File: src/verilog/arsq_pkg.sv
// Register map, field layout, conversion timing and state types of the converter sequencer.
// What this block does
// - Repeat mode with start bit converts the selected channel again and again.
// - Start bit clears itself once a conversion begins.
// - Each completion not discarded or stopped stores result, sets end flag, pulses done interrupt.
// - Repeat mode begins the next conversion in the same cycle as the done interrupt.
// - Completion between low and high result reads is discarded, no interrupt.
// - Writing disable mode halts a conversion at once, partial result dropped.
// - Busy sets at conversion start; in repeat only disable or low power clears it.
// - Disable mode stops single conversions and repeat operation alike.
// - Disable mode zeroes end flag, busy flag and both result registers.
// - Single mode plus start bit launches exactly one conversion immediately.
// - Reading the high result register clears the end flag.
// - New start before high read clears end flag, old result kept.
// - Repeat conversions always use the channel select field.
// - Single mode gives one conversion; busy clears when it completes.
// - Time field picks 39, 78, 156, 312 or 624 cycles; rest reserved.
// - Low-power entry clears end flag and busy flag.
// - Ten-bit result: low register bits 7..0, high register bits 9..8.
package arsq_pkg;
	localparam int         ADDR_W      = 12;
	localparam logic [7:0] IDX_CTRL1   = 8'h34;
	localparam logic [7:0] IDX_CTRL2   = 8'h35;
	localparam logic [7:0] IDX_RES_LO  = 8'h36;
	localparam logic [7:0] IDX_RES_HI  = 8'h37;
	localparam int         IDX_LSB     = 2;
	localparam int         CH_LSB      = 0;
	localparam int         CH_W        = 4;
	localparam int         AIN_BIT     = 4;
	localparam int         MODE_LSB    = 5;
	localparam int         MODE_W      = 2;
	localparam int         START_BIT   = 7;
	localparam int         CT_LSB      = 0;
	localparam int         CT_W        = 3;
	localparam int         BUSY_BIT    = 6;
	localparam int         END_OF_CONVERSION_FLAG_BIT    = 7;
	localparam int         RES_W       = 10;
	localparam int         RES_LO_W    = 8;
	localparam int         RES_HI_W    = 2;
	localparam int         CNT_W       = 10;
	localparam logic [1:0] MODE_DIS    = 2'h0;
	localparam logic [1:0] MODE_SINGLE = 2'h1;
	localparam logic [1:0] MODE_REPEAT = 2'h3;
	localparam logic [1:0] RESP_OKAY   = 2'h0;
	localparam logic [1:0] RESP_SLVERR = 2'h2;
	localparam logic [2:0] CT_39       = 3'h0;
	localparam logic [2:0] CT_78       = 3'h1;
	localparam logic [2:0] CT_156      = 3'h2;
	localparam logic [2:0] CT_312      = 3'h3;
	localparam logic [9:0] CYC_39      = 10'h027;
	localparam logic [9:0] CYC_78      = 10'h04e;
	localparam logic [9:0] CYC_156     = 10'h09c;
	localparam logic [9:0] CYC_312     = 10'h138;
	localparam logic [9:0] CYC_624     = 10'h270;
	// The timer needs one cycle to load and one to register its done pulse.
	localparam logic [9:0] CNT_ADJ     = 10'h002;

	typedef enum logic [1:0] {
		ST_IDLE = 2'h1,
		ST_CONV = 2'h2
	} arsq_state_e;

	typedef struct packed {
		logic             start;
		logic             abort;
		logic [CNT_W-1:0] cycles;
	} arsq_tmr_req_s;

	typedef struct packed {
		logic             run;
		logic [CNT_W-1:0] cnt;
		logic             done;
	} arsq_tmr_s;

	typedef struct packed {
		arsq_state_e       state;
		logic [CH_W-1:0]   chan;
		logic              ain_en;
		logic [MODE_W-1:0] mode;
		logic              start;
		logic [CT_W-1:0]   ctime;
		logic              end_of_conversion_flag;
		logic              busy;
		logic [RES_W-1:0]  res;
		logic              low_pend;
		logic              awrdy;
		logic              wrdy;
		logic              aw_got;
		logic              w_got;
		logic [ADDR_W-1:0] awaddr;
		logic [7:0]        wdata;
		logic              wstb;
		logic              bvalid;
		logic [1:0]        bresp;
		logic              arrdy;
		logic              rvalid;
		logic [31:0]       rdata;
		logic [1:0]        rresp;
		logic              irq;
		logic              conv_start;
		logic              conv_abort;
	} arsq_main_s;

	function automatic logic reg_hit(input logic [ADDR_W-1:0] addr, input logic [7:0] idx);
		reg_hit = (addr[IDX_LSB +: 8] == idx) && (addr[ADDR_W-1:IDX_LSB+8] == '0);
	endfunction : reg_hit

	// Reserved encodings fall back to the longest time so a mistake never shortens sampling.
	function automatic logic [CNT_W-1:0] conv_cycles(input logic [CT_W-1:0] sel);
		case (sel)
			CT_39:   conv_cycles = CYC_39;
			CT_78:   conv_cycles = CYC_78;
			CT_156:  conv_cycles = CYC_156;
			CT_312:  conv_cycles = CYC_312;
			default: conv_cycles = CYC_624;
		endcase
	endfunction : conv_cycles
endpackage : arsq_pkg

File: src/verilog/arsq_conv_timer.sv
// Conversion time counter that paces each conversion of the analog core.
`timescale 1ns/100ps
module arsq_conv_timer (
	input  wire logic                    i_clk,
	input  wire logic                    i_rst,
	input  wire arsq_pkg::arsq_tmr_req_s i_req,
	output logic                         o_done
);
	arsq_pkg::arsq_tmr_s s;
	arsq_pkg::arsq_tmr_s n;

	always_comb begin
		n = s;
		n.done = 1'b0;
		if (s.run) begin
			if (s.cnt == '0) begin
				n.run = 1'b0;
				n.done = 1'b1;
			end else begin
				n.cnt = s.cnt - 10'h001;
			end
		end
		if (i_req.start) begin
			n.run = 1'b1;
			n.cnt = i_req.cycles - arsq_pkg::CNT_ADJ;
		end
		if (i_req.abort) begin
			n.run = 1'b0;
			n.done = 1'b0;
		end
	end

	always_ff @(posedge i_clk) begin
		if (i_rst) begin
			s <= '0;
		end else begin
			s <= n;
		end
	end

	assign o_done = s.done;
endmodule : arsq_conv_timer

File: src/verilog/arsq_top.sv
// Converter sequencer with its AXI4-Lite register slave.
`timescale 1ns/100ps
module arsq_top (
	input  wire logic                        I_CLK,
	input  wire logic                        I_RST,
	input  wire logic [arsq_pkg::ADDR_W-1:0] I_AWADDR,
	input  wire logic                        I_AWVALID,
	output logic                             O_AWREADY,
	input  wire logic [31:0]                 I_WDATA,
	input  wire logic [3:0]                  I_WSTRB,
	input  wire logic                        I_WVALID,
	output logic                             O_WREADY,
	output logic [1:0]                       O_BRESP,
	output logic                             O_BVALID,
	input  wire logic                        I_BREADY,
	input  wire logic [arsq_pkg::ADDR_W-1:0] I_ARADDR,
	input  wire logic                        I_ARVALID,
	output logic                             O_ARREADY,
	output logic [31:0]                      O_RDATA,
	output logic [1:0]                       O_RRESP,
	output logic                             O_RVALID,
	input  wire logic                        I_RREADY,
	input  wire logic [arsq_pkg::RES_W-1:0]  I_CONV_DATA,
	input  wire logic                        I_LOW_POWER,
	output logic [arsq_pkg::CH_W-1:0]        O_CHANNEL_SEL,
	output logic                             O_AIN_EN,
	output logic                             O_CONV_BUSY,
	output logic                             O_CONV_START,
	output logic                             O_CONV_ABORT,
	output logic                             O_DONE_IRQ
);
	// Every field is listed so a state bit added later cannot go without a reset value.
	localparam arsq_pkg::arsq_main_s RESET_STATE = '{
		state:      arsq_pkg::ST_IDLE,
		chan:       '0,
		ain_en:     1'h0,
		mode:       arsq_pkg::MODE_DIS,
		start:      1'h0,
		ctime:      '0,
		end_of_conversion_flag:       1'h0,
		busy:       1'h0,
		res:        '0,
		low_pend:   1'h0,
		awrdy:      1'h0,
		wrdy:       1'h0,
		aw_got:     1'h0,
		w_got:      1'h0,
		awaddr:     '0,
		wdata:      '0,
		wstb:       1'h0,
		bvalid:     1'h0,
		bresp:      arsq_pkg::RESP_OKAY,
		arrdy:      1'h0,
		rvalid:     1'h0,
		rdata:      '0,
		rresp:      arsq_pkg::RESP_OKAY,
		irq:        1'h0,
		conv_start: 1'h0,
		conv_abort: 1'h0
	};

	arsq_pkg::arsq_main_s    s;
	arsq_pkg::arsq_main_s    n;
	arsq_pkg::arsq_tmr_req_s tmr_req;
	logic                    tmr_done;
	logic                    wr_go;
	logic                    dis_wr;
	logic                    lo_rd;
	logic                    hi_rd;
	logic                    stop;
	logic                    mode_ok;

	arsq_conv_timer u_timer (
		.i_clk  (I_CLK),
		.i_rst  (I_RST),
		.i_req  (tmr_req),
		.o_done (tmr_done)
	);

	// The mode field is decoded to store it and to spot a disable write in the same cycle.
	function automatic logic [arsq_pkg::MODE_W-1:0] wr_mode(input logic [7:0] d);
		wr_mode = d[arsq_pkg::MODE_LSB +: arsq_pkg::MODE_W];
	endfunction : wr_mode

	// Mode 10 is neither single nor repeat, so a start there is ignored as in disable.
	function automatic logic mode_runs(input logic [arsq_pkg::MODE_W-1:0] m);
		mode_runs = (m == arsq_pkg::MODE_SINGLE) || (m == arsq_pkg::MODE_REPEAT);
	endfunction : mode_runs

	function automatic logic [31:0] ctrl1_image(input arsq_pkg::arsq_main_s st);
		ctrl1_image = '0;
		ctrl1_image[arsq_pkg::CH_LSB +: arsq_pkg::CH_W] = st.chan;
		ctrl1_image[arsq_pkg::AIN_BIT] = st.ain_en;
		ctrl1_image[arsq_pkg::MODE_LSB +: arsq_pkg::MODE_W] = st.mode;
		ctrl1_image[arsq_pkg::START_BIT] = st.start;
	endfunction : ctrl1_image

	function automatic logic [31:0] ctrl2_image(input arsq_pkg::arsq_main_s st);
		ctrl2_image = '0;
		ctrl2_image[arsq_pkg::CT_LSB +: arsq_pkg::CT_W] = st.ctime;
		ctrl2_image[arsq_pkg::BUSY_BIT] = st.busy;
		ctrl2_image[arsq_pkg::END_OF_CONVERSION_FLAG_BIT] = st.end_of_conversion_flag;
	endfunction : ctrl2_image

	function automatic logic [31:0] result_image(input logic [arsq_pkg::RES_W-1:0] res, input logic high);
		result_image = '0;
		if (high) begin
			result_image[arsq_pkg::RES_HI_W-1:0] = res[arsq_pkg::RES_W-1:arsq_pkg::RES_LO_W];
		end else begin
			result_image[arsq_pkg::RES_LO_W-1:0] = res[arsq_pkg::RES_LO_W-1:0];
		end
	endfunction : result_image

	always_comb begin
		n = s;
		n.irq = 1'b0;
		n.conv_start = 1'b0;
		n.conv_abort = 1'b0;
		wr_go = 1'b0;
		dis_wr = 1'b0;
		lo_rd = 1'b0;
		hi_rd = 1'b0;
		tmr_req = '0;
		// The timer only loads the time at a start, so a change mid-conversion waits for the next one.
		tmr_req.cycles = arsq_pkg::conv_cycles(s.ctime);

		// A refused start still clears, so it cannot fire later on its own.
		// start self clear
		if (s.start) begin
			n.start = 1'b0;
		end

		// Address and data are taken independently, in either order.
		if (I_AWVALID && s.awrdy) begin
			n.aw_got = 1'b1;
			n.awaddr = I_AWADDR;
		end
		if (I_WVALID && s.wrdy) begin
			n.w_got = 1'b1;
			n.wdata = I_WDATA[7:0];
			n.wstb = I_WSTRB[0];
		end
		// The response stands until the master takes it.
		if (s.bvalid && I_BREADY) begin
			n.bvalid = 1'b0;
		end

		// The response register must be free before a write lands, so one write stays outstanding.
		wr_go = s.aw_got && s.w_got && !s.bvalid;
		if (wr_go) begin
			n.aw_got = 1'b0;
			n.w_got = 1'b0;
			n.bvalid = 1'b1;
			n.bresp = arsq_pkg::RESP_OKAY;
			if (arsq_pkg::reg_hit(s.awaddr, arsq_pkg::IDX_CTRL1)) begin
				if (s.wstb) begin
					n.chan = s.wdata[arsq_pkg::CH_LSB +: arsq_pkg::CH_W];
					n.ain_en = s.wdata[arsq_pkg::AIN_BIT];
					n.mode = wr_mode(s.wdata);
					n.start = s.wdata[arsq_pkg::START_BIT];
					dis_wr = (wr_mode(s.wdata) == arsq_pkg::MODE_DIS);
				end
			end else if (arsq_pkg::reg_hit(s.awaddr, arsq_pkg::IDX_CTRL2)) begin
				if (s.wstb) begin
					n.ctime = s.wdata[arsq_pkg::CT_LSB +: arsq_pkg::CT_W];
				end
			end else if (!arsq_pkg::reg_hit(s.awaddr, arsq_pkg::IDX_RES_LO) &&
			             !arsq_pkg::reg_hit(s.awaddr, arsq_pkg::IDX_RES_HI)) begin
				n.bresp = arsq_pkg::RESP_SLVERR;
			end
		end

		if (s.rvalid && I_RREADY) begin
			n.rvalid = 1'b0;
		end
		// Read side effects act at the address handshake, not when the data leaves.
		if (I_ARVALID && s.arrdy) begin
			n.rvalid = 1'b1;
			n.rresp = arsq_pkg::RESP_OKAY;
			n.rdata = '0;
			if (arsq_pkg::reg_hit(I_ARADDR, arsq_pkg::IDX_CTRL1)) begin
				n.rdata = ctrl1_image(s);
			end else if (arsq_pkg::reg_hit(I_ARADDR, arsq_pkg::IDX_CTRL2)) begin
				n.rdata = ctrl2_image(s);
			end else if (arsq_pkg::reg_hit(I_ARADDR, arsq_pkg::IDX_RES_LO)) begin
				n.rdata = result_image(s.res, 1'h0);
				lo_rd = 1'b1;
			end else if (arsq_pkg::reg_hit(I_ARADDR, arsq_pkg::IDX_RES_HI)) begin
				n.rdata = result_image(s.res, 1'h1);
				hi_rd = 1'b1;
			end else begin
				n.rresp = arsq_pkg::RESP_SLVERR;
			end
		end

		if (hi_rd) begin
			n.end_of_conversion_flag = 1'b0;
			n.low_pend = 1'b0;
		end
		// A low read opens the window in which a completion would tear the pair.
		if (lo_rd) begin
			n.low_pend = 1'b1;
		end

		// A disable write and low power share one path so both clear exactly the same state.
		// low power stop
		stop = dis_wr || I_LOW_POWER;
		mode_ok = mode_runs(s.mode);

		case (s.state)
			arsq_pkg::ST_IDLE: begin
				if (s.start && mode_ok && !stop) begin
					n.state = arsq_pkg::ST_CONV;
					tmr_req.start = 1'b1;
					n.conv_start = 1'b1;
					n.busy = 1'b1;
					n.end_of_conversion_flag = 1'b0;
				end
			end
			arsq_pkg::ST_CONV: begin
				if (tmr_done) begin
					if (!s.low_pend) begin
						n.res = I_CONV_DATA;
						n.end_of_conversion_flag = 1'b1;
						n.irq = 1'b1;
					end
					// The mode at completion decides whether another conversion follows.
					// repeat keeps converting
					if (s.mode == arsq_pkg::MODE_REPEAT) begin
						tmr_req.start = 1'b1;
						n.conv_start = 1'b1;
					end else begin
						n.state = arsq_pkg::ST_IDLE;
						n.busy = 1'b0;
					end
				end
			end
			// An illegal state code falls back to idle rather than locking up.
			default: begin
				n.state = arsq_pkg::ST_IDLE;
				n.busy = 1'b0;
			end
		endcase

		// A completion in the same cycle as a stop is dropped along with the partial result.
		// forced stop
		if (stop) begin
			n.state = arsq_pkg::ST_IDLE;
			tmr_req.start = 1'b0;
			tmr_req.abort = 1'b1;
			n.conv_start = 1'b0;
			n.conv_abort = s.busy;
			n.irq = 1'b0;
			n.busy = 1'b0;
			n.end_of_conversion_flag = 1'b0;
			n.low_pend = 1'b0;
			n.res = '0;
		end

		// Readiness follows the next state, so a channel reopens the cycle after its response is taken.
		n.awrdy = !n.aw_got && !n.bvalid;
		n.wrdy = !n.w_got && !n.bvalid;
		n.arrdy = !n.rvalid;
	end

	always_ff @(posedge I_CLK) begin
		if (I_RST) begin
			s <= RESET_STATE;
		end else begin
			s <= n;
		end
	end

	// Every output is a register field, so nothing combinational reaches a pin.
	assign O_AWREADY = s.awrdy;
	assign O_WREADY = s.wrdy;
	assign O_BRESP = s.bresp;
	assign O_BVALID = s.bvalid;
	assign O_ARREADY = s.arrdy;
	assign O_RDATA = s.rdata;
	assign O_RRESP = s.rresp;
	assign O_RVALID = s.rvalid;
	assign O_CHANNEL_SEL = s.chan;
	assign O_AIN_EN = s.ain_en;
	assign O_CONV_BUSY = s.busy;
	assign O_CONV_START = s.conv_start;
	assign O_CONV_ABORT = s.conv_abort;
	assign O_DONE_IRQ = s.irq;
endmodule : arsq_top

File: config.mk
export PLATFORM = sky130hd
export DESIGN_NAME = arsq_top
export DESIGN_NICKNAME = d
export VERILOG_FILES = /design/src/verilog/arsq_pkg.sv /design/src/verilog/arsq_conv_timer.sv /design/src/verilog/arsq_top.sv
export SDC_FILE = /design/constraint.sdc
export NUM_CORES = 1
export LEC_CHECK = 0
export ABC_AREA = 1
export BUFFER_PORTS_ARGS = -buffer_cell sky130_fd_sc_hd__buf_2
export CELL_PAD_IN_SITES_DETAIL_PLACEMENT = 1
export CELL_PAD_IN_SITES_GLOBAL_PLACEMENT = 2
export CORE_MARGIN = 2
export CORE_UTILIZATION = 24
export DETAILED_ROUTE_END_ITERATION = 8
export MAX_ROUTING_LAYER = met4
export PLACE_DENSITY_LB_ADDON = 0.1
export SLEW_MARGIN = 20
export SYNTH_ARGS = -nofsm -noshare
export SYNTH_HDL_FRONTEND = slang
export SYNTH_SLANG_ARGS = --single-unit
File: constraint.sdc
create_clock -name I_CLK -period 1.5 [get_ports I_CLK]
set_input_delay 0.3 -clock I_CLK [delete_from_list [all_inputs] [get_ports I_CLK]]
set_output_delay 0.3 -clock I_CLK [all_outputs]
set_load 0.02 [all_outputs]
==> results of run 1 <==
## worst max path at each step
stage / from / end / slack, ps / cells past startpoint
after floorplan: O_BVALID$_SDFF_PP0_ / s[68]$_SDFFE_PP0P_ / 3 / 9
after global placement: s[57]$_SDFFE_PP0P_ / u_timer.s[4]$_SDFFE_PP0P_ / -160 / 9
after detailed placement: s[57]$_SDFFE_PP0P_ / u_timer.s[4]$_SDFFE_PP0P_ / -140 / 9
after CTS: s[58]$_SDFFE_PP0P_ / u_timer.s[4]$_SDFFE_PP0P_ / -70 / 10
final: s[57]$_SDFFE_PP0P_ / u_timer.s[4]$_SDFFE_PP0P_ / -80 / 9
after global routing: s[55]$_SDFFE_PP0P_ / u_timer.s[5]$_SDFFE_PP0P_ / -160 / 11
## synthesized netlist by cell type (all sizes together) (2+ instances only)
cell type  number
inv            49
nand3          32
o21ai          42
a31oi           7
or2             2
nor3           11
nor2           79
a21oi          36
nand4          14
dfxtp          77
nand2          92
xor2            5
clkbuf         10
ha              4
nor4            2
o211ai          2
buf            44
## routing by layer
metal  up-vias  wire (um)  track usage
li1       1873          -            -
met1      1698       5700        0.183
met2        57       5380        0.232
met3         7        386       0.0399
met4         0        119       0.0428
met5         -          0            -
## registers in the layout, indices dropped and copies added (netlist names)
register and flops:
s 41, u_timer.s 11, O_RDATA 8, O_CHANNEL_SEL 4, O_AIN_EN 1, O_ARREADY 1
O_AWREADY 1, O_BRESP 1, O_BVALID 1, O_CONV_ABORT 1, O_CONV_BUSY 1, O_CONV_START 1
O_DONE_IRQ 1, O_RRESP 1, O_RVALID 1, O_WREADY 1, u_timer.o_done 1
## stage by stage
stage / std cells / cell area, um2
finish: 835 / 5230
global placement: 811 / 4620
CTS: 828 / 5000
detailed placement: 811 / 4620
floorplan: 539 / 3870
global route: 835 / 5230
## report_power, final
group / total, mW / switching, mW / internal, mW
combinational: 0.493 / 0.297 / 0.196
clock: 2.06 / 0.900 / 1.16
sequential: 2.14 / 0.0340 / 2.11
## timing repair
item,CTS,global route
pin swaps,11,23
setup buffers,2,6
resized for setup,29,59
hold buffers,0,0
endpoints found under the setup margin,38,40
cloned,0,1
## cell families after synthesis
| family | after synthesis |
|---|---|
| buf+inv | 104 |
| compound gates | 90 |
| other cells | 1 |
| simple gates | 232 |
| fa+ha+maj | 4 |
| flops | 77 |
| xor+xnor | 6 |
## cell type report
class	instances	area, um2	share of cell area
tap	188	235	0.0450
clock buffer	10	239	0.0457
sequential	77	1550	0.297
multi-input combinational	358	1970	0.376
clock inverter	5	37.5	0.00718
timing repair buffer	147	1000	0.191
inverter	50	200	0.0383
## critical path: stages (launching register included)
cell,delay [ps]
dfxtp_2,320
inv_2,30
or2_4,240
nor2_4,170
nand3_4,160
nand4_4,140
nand2_8,100
buf_6,140
a21oi_4,110
nor2_1,50
==> summary.md, run 1 <==
| Metric | Value |
|---|---|
| Run status | complete, but fails checks |
| Failing checks | negative setup slack |
| Total power | 4.70 mW |
| WHS Path Cells | 3 |
| Synth Area in Adders | 0.0134 |
| Max VDD drop | 0.000543 V |
| FF-to-FF path depth | 9 |
| Via Count | 3635 |
| CP max FO | 8 |
| CP startpoint kind | flop |
| CP arrival | 1820 ps |
| End point of the worst hold path | s[68]$_SDFFE_PP0P_ |
| First-pass GRT wire length | 18.0 mm |
| Reg2Reg Capture Point | u_timer.s[4]$_SDFFE_PP0P_ |
| Synthesis-stage register bit count | 77 |
| Total grt overflow | 0 |
| Synth area leader | dfxtp_1 |
| Initial drt markers | 126 |
| Vias in the first global route | 3614 |
| Most frequent cells in the layout | 77 x nand2_1, 70 x buf_2, 69 x dfxtp_1 |
| FF-to-FF setup slack | -80 ps |
| Place WS | -137 ps |
| Final worst slack | -83.0 ps |
| Fillers | 1906 |
| Synth top area cells | dfxtp_1 41%, nand2_1 8.7%, buf_4 8.4%, nor2_1 7.5%, o21ai_0 5.5% |
| Starting Density | 0.246 |
| Commonest non-fill, non-tap cell in the layout | nand2_1 |
| Clock sinks | 77 |
| Synth Area in Simple Gates | 0.284 |
| Top_reg_cell synth | dfxtp_1 |
| Achievable clock frequency | 0.632 GHz |
| Worst hold start | I_CONV_DATA[0] |
| Post-synthesis mux area share | 0 |
| Setup crit end kind | flop |
| Sequential fraction of the synthesis area | 0.412 |
| P_leak | 2.35 nW |
| Syn Inst Count | 514 |
| Clk_skew | 5.47 ps |
| GRT Total Usage | 0.146 |
| CP Data Required Time | 1730 ps |
| Placement Rows | 45 |
| Total of max-cap violations | 0 |
| Reg2reg start | s[57]$_SDFFE_PP0P_ |
| Routed vias/inst | 4.35 |
| Hold Slack | 213 ps |
| First-pass DRT Iterations | 6 |
| Gp weighted congestion | 0.847 |
| # IOs | 128 |
| Post-route minimum period | 1580 ps |
| Synth Area in Compound Gates | 0.126 |
| Die Span Y | 129 um |
| Post-route antenna net violation count | 0 |
| CTS buffer count | 9 |
| Yosys warns | 0 |
| Residual DRC | 0 |
| Final WL | 11.6 mm |
| Post-synthesis async set-or-reset flop share | 0 |
| Max Buffers Root-to-Sink | 2 |
| Mapped Avg Cell Area | 7.27 um2 |
| Crit Path Class | flop to flop |
| Tcrit/Tclk final | 1.06 |
| N_diodes | 0 |
| Die X | 129 um |
| Final setup fails | 10 |
| RSZ-0062 raised after global routing | yes |
| Xor/xnor cell area share of the yosys netlist | 0.0141 |
| Die Area | 16600 um2 |
| Fraction of layout cells with a size suffix above 1 | 0.377 |
| Initial antenna violation count | 0 |
| Share of the synthesized area in the top cell type | 0.412 |
| H-tree lvl count | 3 |
| Worst-Skew Late Latency | 340 ps |
| Largest family of logic cells by synthesized area | simple AND/OR/NAND/NOR gates |
| Root Driver | clkbuf_16 |
| Fin nets | 725 |
| Post-layout util | 0.344 |
| Number of flops mapped to enable cells by yosys | 0 |
| Yosys cell types | 36 |
| CTS tree | built |
| Class of the worst hold path | input pin to flop |
| Power Density | 898 nW/um2 |
| Largest net degree at the start of global routing | 35 |
| PortBufs | 70 |
| Final Max Tran Viols | 0 |
| Post-Syn Area | 3740 um2 |
| Final HPWL DP | 8.76 mm |
| TNS Setup | -528 ps |
| Final Hold Fails | 0 |
| Core ar. | 15200 um2 |
| Layout area overhead | 39.9% |
| Wire per inst | 13.9 um |
| Clock transition at path regs | 60 ps |
(Power assumes the default switching activity.)
==> run 2: changes to the inputs <==
==> constraint.sdc (replaced) <==
create_clock -name I_CLK -period 1.5 [get_ports I_CLK]
set_input_delay 0.15 -clock I_CLK [delete_from_list [all_inputs] [get_ports I_CLK]]
set_output_delay 0.15 -clock I_CLK [all_outputs]
set_load 0.02 [all_outputs]
==> summary.md, run 2 (synthesized netlist as in run 1, its figures left out) <==
| Metric | Value |
|---|---|
| Run status | complete, but fails checks |
| Failing checks | negative setup slack |
| Critical-path cell list | inv_2 > or2_4 > nor2_4 > nand3_4 > nand4_4 > buf_4 > nand4_1 > a21oi_2 |
| P_leak | 2.43 nW (+3.1%) |
| Register name with the most flops | s |
| Final HPWL DP | 8.80 mm (+0.46%) |
| CP arrival | 1850 ps (+30 ps) |
| Reg2reg start | s[57]$_SDFFE_PP0P_ |
| CTS buffer count | 9 (unchanged) |
| Commonest non-fill, non-tap cell in the layout | nand2_1 |
| First-pass DRT Iterations | 4 (-2) |
| Via Count | 3680 (+1.2%) |
| Final setup fails | 7 (-3) |
| Finished Cell Area | 5340 um2 (+2.1%) |
| Final Hold Fails | 0 (unchanged) |
| CP delay by family, top | simple AND/OR/NAND/NOR gates |
| Critical path origin | s[57]$_SDFFE_PP0P_ |
| Die X | 129 um (unchanged) |
| Busiest grt layer | met2 |
| PortBufs | 70 (unchanged) |
| CP max FO | 5 (-3) |
| Total grt overflow | 0 (unchanged) |
| Achievable clock frequency | 0.637 GHz (+0.81%) |
| Largest net degree at the start of global routing | 39 (+11%) |
| Root Driver | clkbuf_16 |
| Crit. path cell count | 8 (-1) |
| Starting Density | 0.246 (unchanged) |
| Power Density | 925 nW/um2 (+3.0%) |
| Fraction of layout cells with a size suffix above 1 | 0.384 (+0.00690) |
| CTS tree | built |
| Worst-Skew Late Latency | 340 ps (about the same) |
| Max reg flops | 41 (unchanged) |
| RSZ-0062 raised after global routing | yes |
| Multi-input combinational cell area | 2000 um2 (+1.5%) |
| Layout area overhead | 42.9% |
| Clock sinks | 77 (unchanged) |
| FF-to-FF setup slack | -70 ps (about the same) |
| Wire per inst | 14.0 um (+0.74%) |
| Class of the worst hold path | input pin to flop |
| Hold Buf Count CTS | 0 (unchanged) |
| Gp weighted congestion | 0.857 (+1.1%) |
| Cell count after placement | 810 (-0.12%) |
| Final worst slack | -70.2 ps (+12.7 ps) |
| WP buf/inv | 2 (unchanged) |
| Post-route minimum period | 1570 ps (-12.7 ps) |
| Register area | 1560 um2 (+0.24%) |
| Critical path's slowest cell | dfxtp_2 |
| Crit-path max cell delay | 320 ps (about the same) |
| Placement Rows | 45 (unchanged) |
| Max VDD drop | 0.000544 V (about the same) |
| Total of max-cap violations | 0 (unchanged) |
| Die Span Y | 129 um (unchanged) |
| CP endpoint | u_timer.s[9]$_SDFFE_PP0P_ |
| N_diodes | 0 (unchanged) |
| Most frequent cells in the layout | 78 x nand2_1, 71 x buf_2, 68 x dfxtp_1 |
| Max Buffers Root-to-Sink | 2 (unchanged) |
| Crit Path Class | flop to flop |
| Vias in the first global route | 3741 (+3.5%) |
| Met3 GRT Util | 0.0304 (-0.00956) |
| Tcrit/Tclk final | 1.05 (-0.00848) |
| Residual DRC | 0 (unchanged) |
| First-pass GRT wire length | 18.5 mm (+2.4%) |
| Routed vias/inst | 4.39 (+0.76%) |
| Non-Filler Instances | 839 (+0.48%) |
| Final WL | 11.7 mm (+1.2%) |
| Die Area | 16600 um2 (unchanged) |
| H-tree lvl count | 3 (unchanged) |
| Setup crit end kind | flop |
| Final Max Tran Viols | 0 (unchanged) |
| GRT Total Usage | 0.149 (+0.00260) |
| Fillers | 1882 (-1.3%) |
| Post-route antenna net violation count | 0 (unchanged) |
| CP startpoint kind | flop |
| Clk_skew | 6.40 ps (+0.929 ps) |
| Clock transition at path regs | 60 ps (about the same) |
| Fin nets | 729 (+0.55%) |
| # IOs | 128 (unchanged) |
| Initial antenna violation count | 0 (unchanged) |
| FF-to-FF path depth | 8 (-1) |
| CP Data Required Time | 1780 ps (+50 ps) |
| GR Util met2 | 0.236 (+0.00467) |
| Reg2Reg Capture Point | u_timer.s[9]$_SDFFE_PP0P_ |
| Placed cell areas | 4620 um2 (+0.11%) |
| Initial drt markers | 127 (+0.79%) |
| Met1 usage | 0.188 (+0.00504) |
| Core ar. | 15200 um2 (unchanged) |
==> run 2: routing by layer <==
metal  share of wire  vias up  routed length, um
met5               0        -                  0
met1            0.50     1734               5830
met2            0.46       55               5410
li1                -     1879                  -
met4           0.015        0                178
met3           0.026       12                308
==> run 2: timing repair <==
item,4_1_cts,5_1_grt
gates resized for setup,28,65
gates cloned,1,2
endpoints found under the setup margin,35,39
buffers inserted,6,5
pin swaps,15,18
==> run 2: layout make-up <==
| type | count | area share |
|---|---|---|
| multi-input combinational | 359 | 0.374 |
| tap | 188 | 0.0440 |
| clock buffer | 12 | 0.0499 |
| inverter | 50 | 0.0379 |
| clock inverter | 3 | 0.00820 |
| sequential | 77 | 0.291 |
| timing repair buffer | 150 | 0.195 |
==> run 2: worst min path at each step <==
stage               depth (start not counted)                 endpoint  slack [ps]           start
floorplan                                   1  O_RDATA[0]$_SDFFE_PP0P_         220           I_RST
detailed placement                          3       s[68]$_SDFFE_PP0P_         410  I_CONV_DATA[0]
CTS                                         3       s[76]$_SDFFE_PP0P_          40  I_CONV_DATA[8]
finish                                      3       s[61]$_SDFFE_PP0P_          60    I_AWADDR[10]
global placement                            3       s[60]$_SDFFE_PP0P_         410     I_AWADDR[9]
global route                                3       s[76]$_SDFFE_PP0P_          60  I_CONV_DATA[8]
==> run 2: report_power, final <==
part / internal (mW) / switching [mW]
logic: 0.203 / 0.296
clock network: 1.42 / 0.877
registers: 2.11 / 0.0376
total: 3.73 / 1.21
==> run 2: worst min-delay path, stage by stage <==
cell     delay (ps)
buf_2            70
o21ai_0          70
nor2_1           70
==> run 2: stage by stage <==
step	util	power, mW	hold slack (ps)	TNS [ps]	setup WS [ps]
final	0.351	4.94	58.2	-258	-70.2
after global routing	0.351	5.21	55.0	-1770	-171
after CTS	0.332	5.00	43.6	-366	-28.9
after detailed placement	0.304	2.64	413	-1760	-104
after global placement	0.304	2.63	405	-1350	-101
after floorplan	-	2.49	219	0	2.85
==> run 3: changes to the inputs <==
CORE_MARGIN = default   (was 2)
RECOVER_POWER = 100   (was default)
==> summary.md, run 3 (synthesized netlist as in run 1, its figures left out) <==
| Metric | Value |
|---|---|
| Initial antenna violation count | 0 (unchanged) |
| Gp weighted congestion | 0.811 (-5.4%) |
| Core ar. | 15200 um2 (unchanged) |
| Hold Buf Count CTS | 0 (unchanged) |
| Worst-Skew Late Latency | 350 ps (about the same) |
| GRT Total Usage | 0.150 (+0.00122) |
| Die X | 127 um (-1.6%) |
| First-pass DRT Iterations | 4 (unchanged) |
| Run status | complete, but fails checks |
| Reg2Reg Capture Point | u_timer.s[1]$_SDFFE_PP0P_ |
| Final Max Tran Viols | 0 (unchanged) |
| CP arrival | 1780 ps (-70 ps) |
| Routed vias/inst | 4.37 (-0.43%) |
| FF-to-FF setup slack | -30 ps (+40 ps) |
| Via Count | 3638 (-1.1%) |
| Initial drt markers | 122 (-3.9%) |
| Max reg flops | 41 (unchanged) |
| Fraction of layout cells with a size suffix above 1 | 0.322 (-0.0615) |
| PortBufs | 70 (unchanged) |
| Tcrit/Tclk final | 1.02 (-0.0240) |
| Post-route minimum period | 1530 ps (-36.0 ps) |
| Reg2reg start | s[57]$_SDFFE_PP0P_ |
| Commonest non-fill, non-tap cell in the layout | nand2_1 |
| Achievable clock frequency | 0.652 GHz (+2.3%) |
| Final setup fails | 9 (+2) |
| Final Hold Fails | 0 (unchanged) |
| Max Buffers Root-to-Sink | 2 (unchanged) |
| Fin nets | 722 (-0.96%) |
| Post-route antenna net violation count | 0 (unchanged) |
| CP Data Required Time | 1740 ps (-40 ps) |
| Clk_skew | 7.85 ps (+1.45 ps) |
| First-pass GRT wire length | 18.0 mm (-2.6%) |
| P_leak | 2.27 nW (-6.3%) |
| RSZ-0062 raised after global routing | yes |
| Finished Cell Area | 5180 um2 (-3.0%) |
| WHS Path Cells | 3 (unchanged) |
| Most frequent cells in the layout | 78 x nand2_1, 66 x dfxtp_1, 62 x nor2_1 |
| Starting Density | 0.246 (unchanged) |
| Largest net degree at the start of global routing | 44 (+13%) |
| Clock transition at path regs | 60 ps (about the same) |
| CP startpoint kind | flop |
| Setup crit end kind | flop |
| Final worst slack | -34.2 ps (+36.0 ps) |
| Placed cell areas | 4610 um2 (-0.27%) |
| Die Area | 16100 um2 (-3.1%) |
| Register name with the most flops | s |
| Layout area overhead | 38.6% |
| Die Span Y | 127 um (-1.6%) |
| Max VDD drop | 0.000556 V (+2.3%) |
| Residual DRC | 0 (unchanged) |
| End point of the worst hold path | s[74]$_SDFFE_PP0P_ |
| Root Driver | clkbuf_16 |
| Placement Rows | 45 (unchanged) |
| Worst Max-Slew Pin Slew | 537 ps |
| Final HPWL DP | 8.56 mm (-2.7%) |
| Crit Path Class | flop to flop |
| Slew margin rel. | 0.642 |
| Final WL | 11.1 mm (-5.1%) |
| CTS buffer count | 9 (unchanged) |
| CTS tree | built |
| FF-to-FF path depth | 10 (+2) |
| CP max FO | 8 (+3) |
| Class of the worst hold path | input pin to flop |
| Worst hold start | I_CONV_DATA[6] |
| Failing checks | negative setup slack |
| Vias in the first global route | 3614 (-3.4%) |
| N_diodes | 0 (unchanged) |
| Power Density | 938 nW/um2 (+1.4%) |
| Hold Slack | 46.8 ps (-11.3 ps) |
| Total grt overflow | 0 (unchanged) |
| Total of max-cap violations | 0 (unchanged) |
| H-tree lvl count | 3 (unchanged) |
| # IOs | 128 (unchanged) |
| Wire per inst | 13.4 um (-4.4%) |
| Clock sinks | 77 (unchanged) |
## run 3: worst max path at each step
stage               slack, ps                          to                 from
floorplan                   3          s[68]$_SDFFE_PP0P_  O_BVALID$_SDFF_PP0_
global placement          -70   u_timer.o_done$_SDFF_PP0_   s[57]$_SDFFE_PP0P_
detailed placement       -100   u_timer.o_done$_SDFF_PP0_   s[57]$_SDFFE_PP0P_
CTS                       -60  u_timer.s[10]$_SDFFE_PP0P_   s[58]$_SDFFE_PP0P_
global route             -120          s[84]$_SDFFE_PP0P_   s[57]$_SDFFE_PP0P_
finish                    -30   u_timer.s[1]$_SDFFE_PP0P_   s[57]$_SDFFE_PP0P_
## run 3: layout make-up
class | count | area [um2]
clock buffers | 11 | 243
clock inverters | 5 | 57.6
fillers | 1889 | 10000
repair buffers | 144 | 925
multi-input cells | 358 | 1970
flip-flops and latches | 77 | 1560
well taps | 188 | 235
inverters | 50 | 198
## run 3: where the power goes
part | switching [mW] | internal, mW
clock network | 0.901 | 1.34
logic | 0.290 | 0.179
registers | 0.0350 | 2.11
total | 1.23 | 3.63
## run 3: routing by layer
| metal | global-route usage | up-vias | routed length (um) |
|---|---|---|---|
| li1 | - | 1867 | - |
| met1 | 0.188 | 1692 | 5410 |
| met2 | 0.236 | 66 | 5140 |
| met3 | 0.0384 | 13 | 420 |
| met4 | 0.0483 | 0 | 163 |
| met5 | - | - | 0 |
## run 3: what timing repair did
item | 4_1_cts | 5_1_grt
gates cloned | 0 | 0
pin swaps | 8 | 23
resized for setup | 19 | 64
buffers inserted | 3 | 4
setup endpoints to repair | 34 | 39
## run 3: per-stage QoR
stage	setup slack [ps]	TNS [ps]	std cells	total power [mW]	util
CTS	-59.7	-448	829	4.94	0.328
global route	-118	-1620	833	5.08	0.341
finish	-34.2	-174	833	4.86	0.341
detailed placement	-98.6	-1920	810	2.64	0.303
global placement	-73.9	-1260	810	2.63	0.303
floorplan	2.85	0	539	2.49	-
## run 3: critical path, stage by stage (launching register included)
cell     delay [ps]
dfxtp_2         320
inv_2            30
or2_4           230
nor2_4          150
nand3_4         160
nand4_4         140
nand2_8         100
nand2_1         110
nand3_1          80
nand2_1          60
inv_1            40
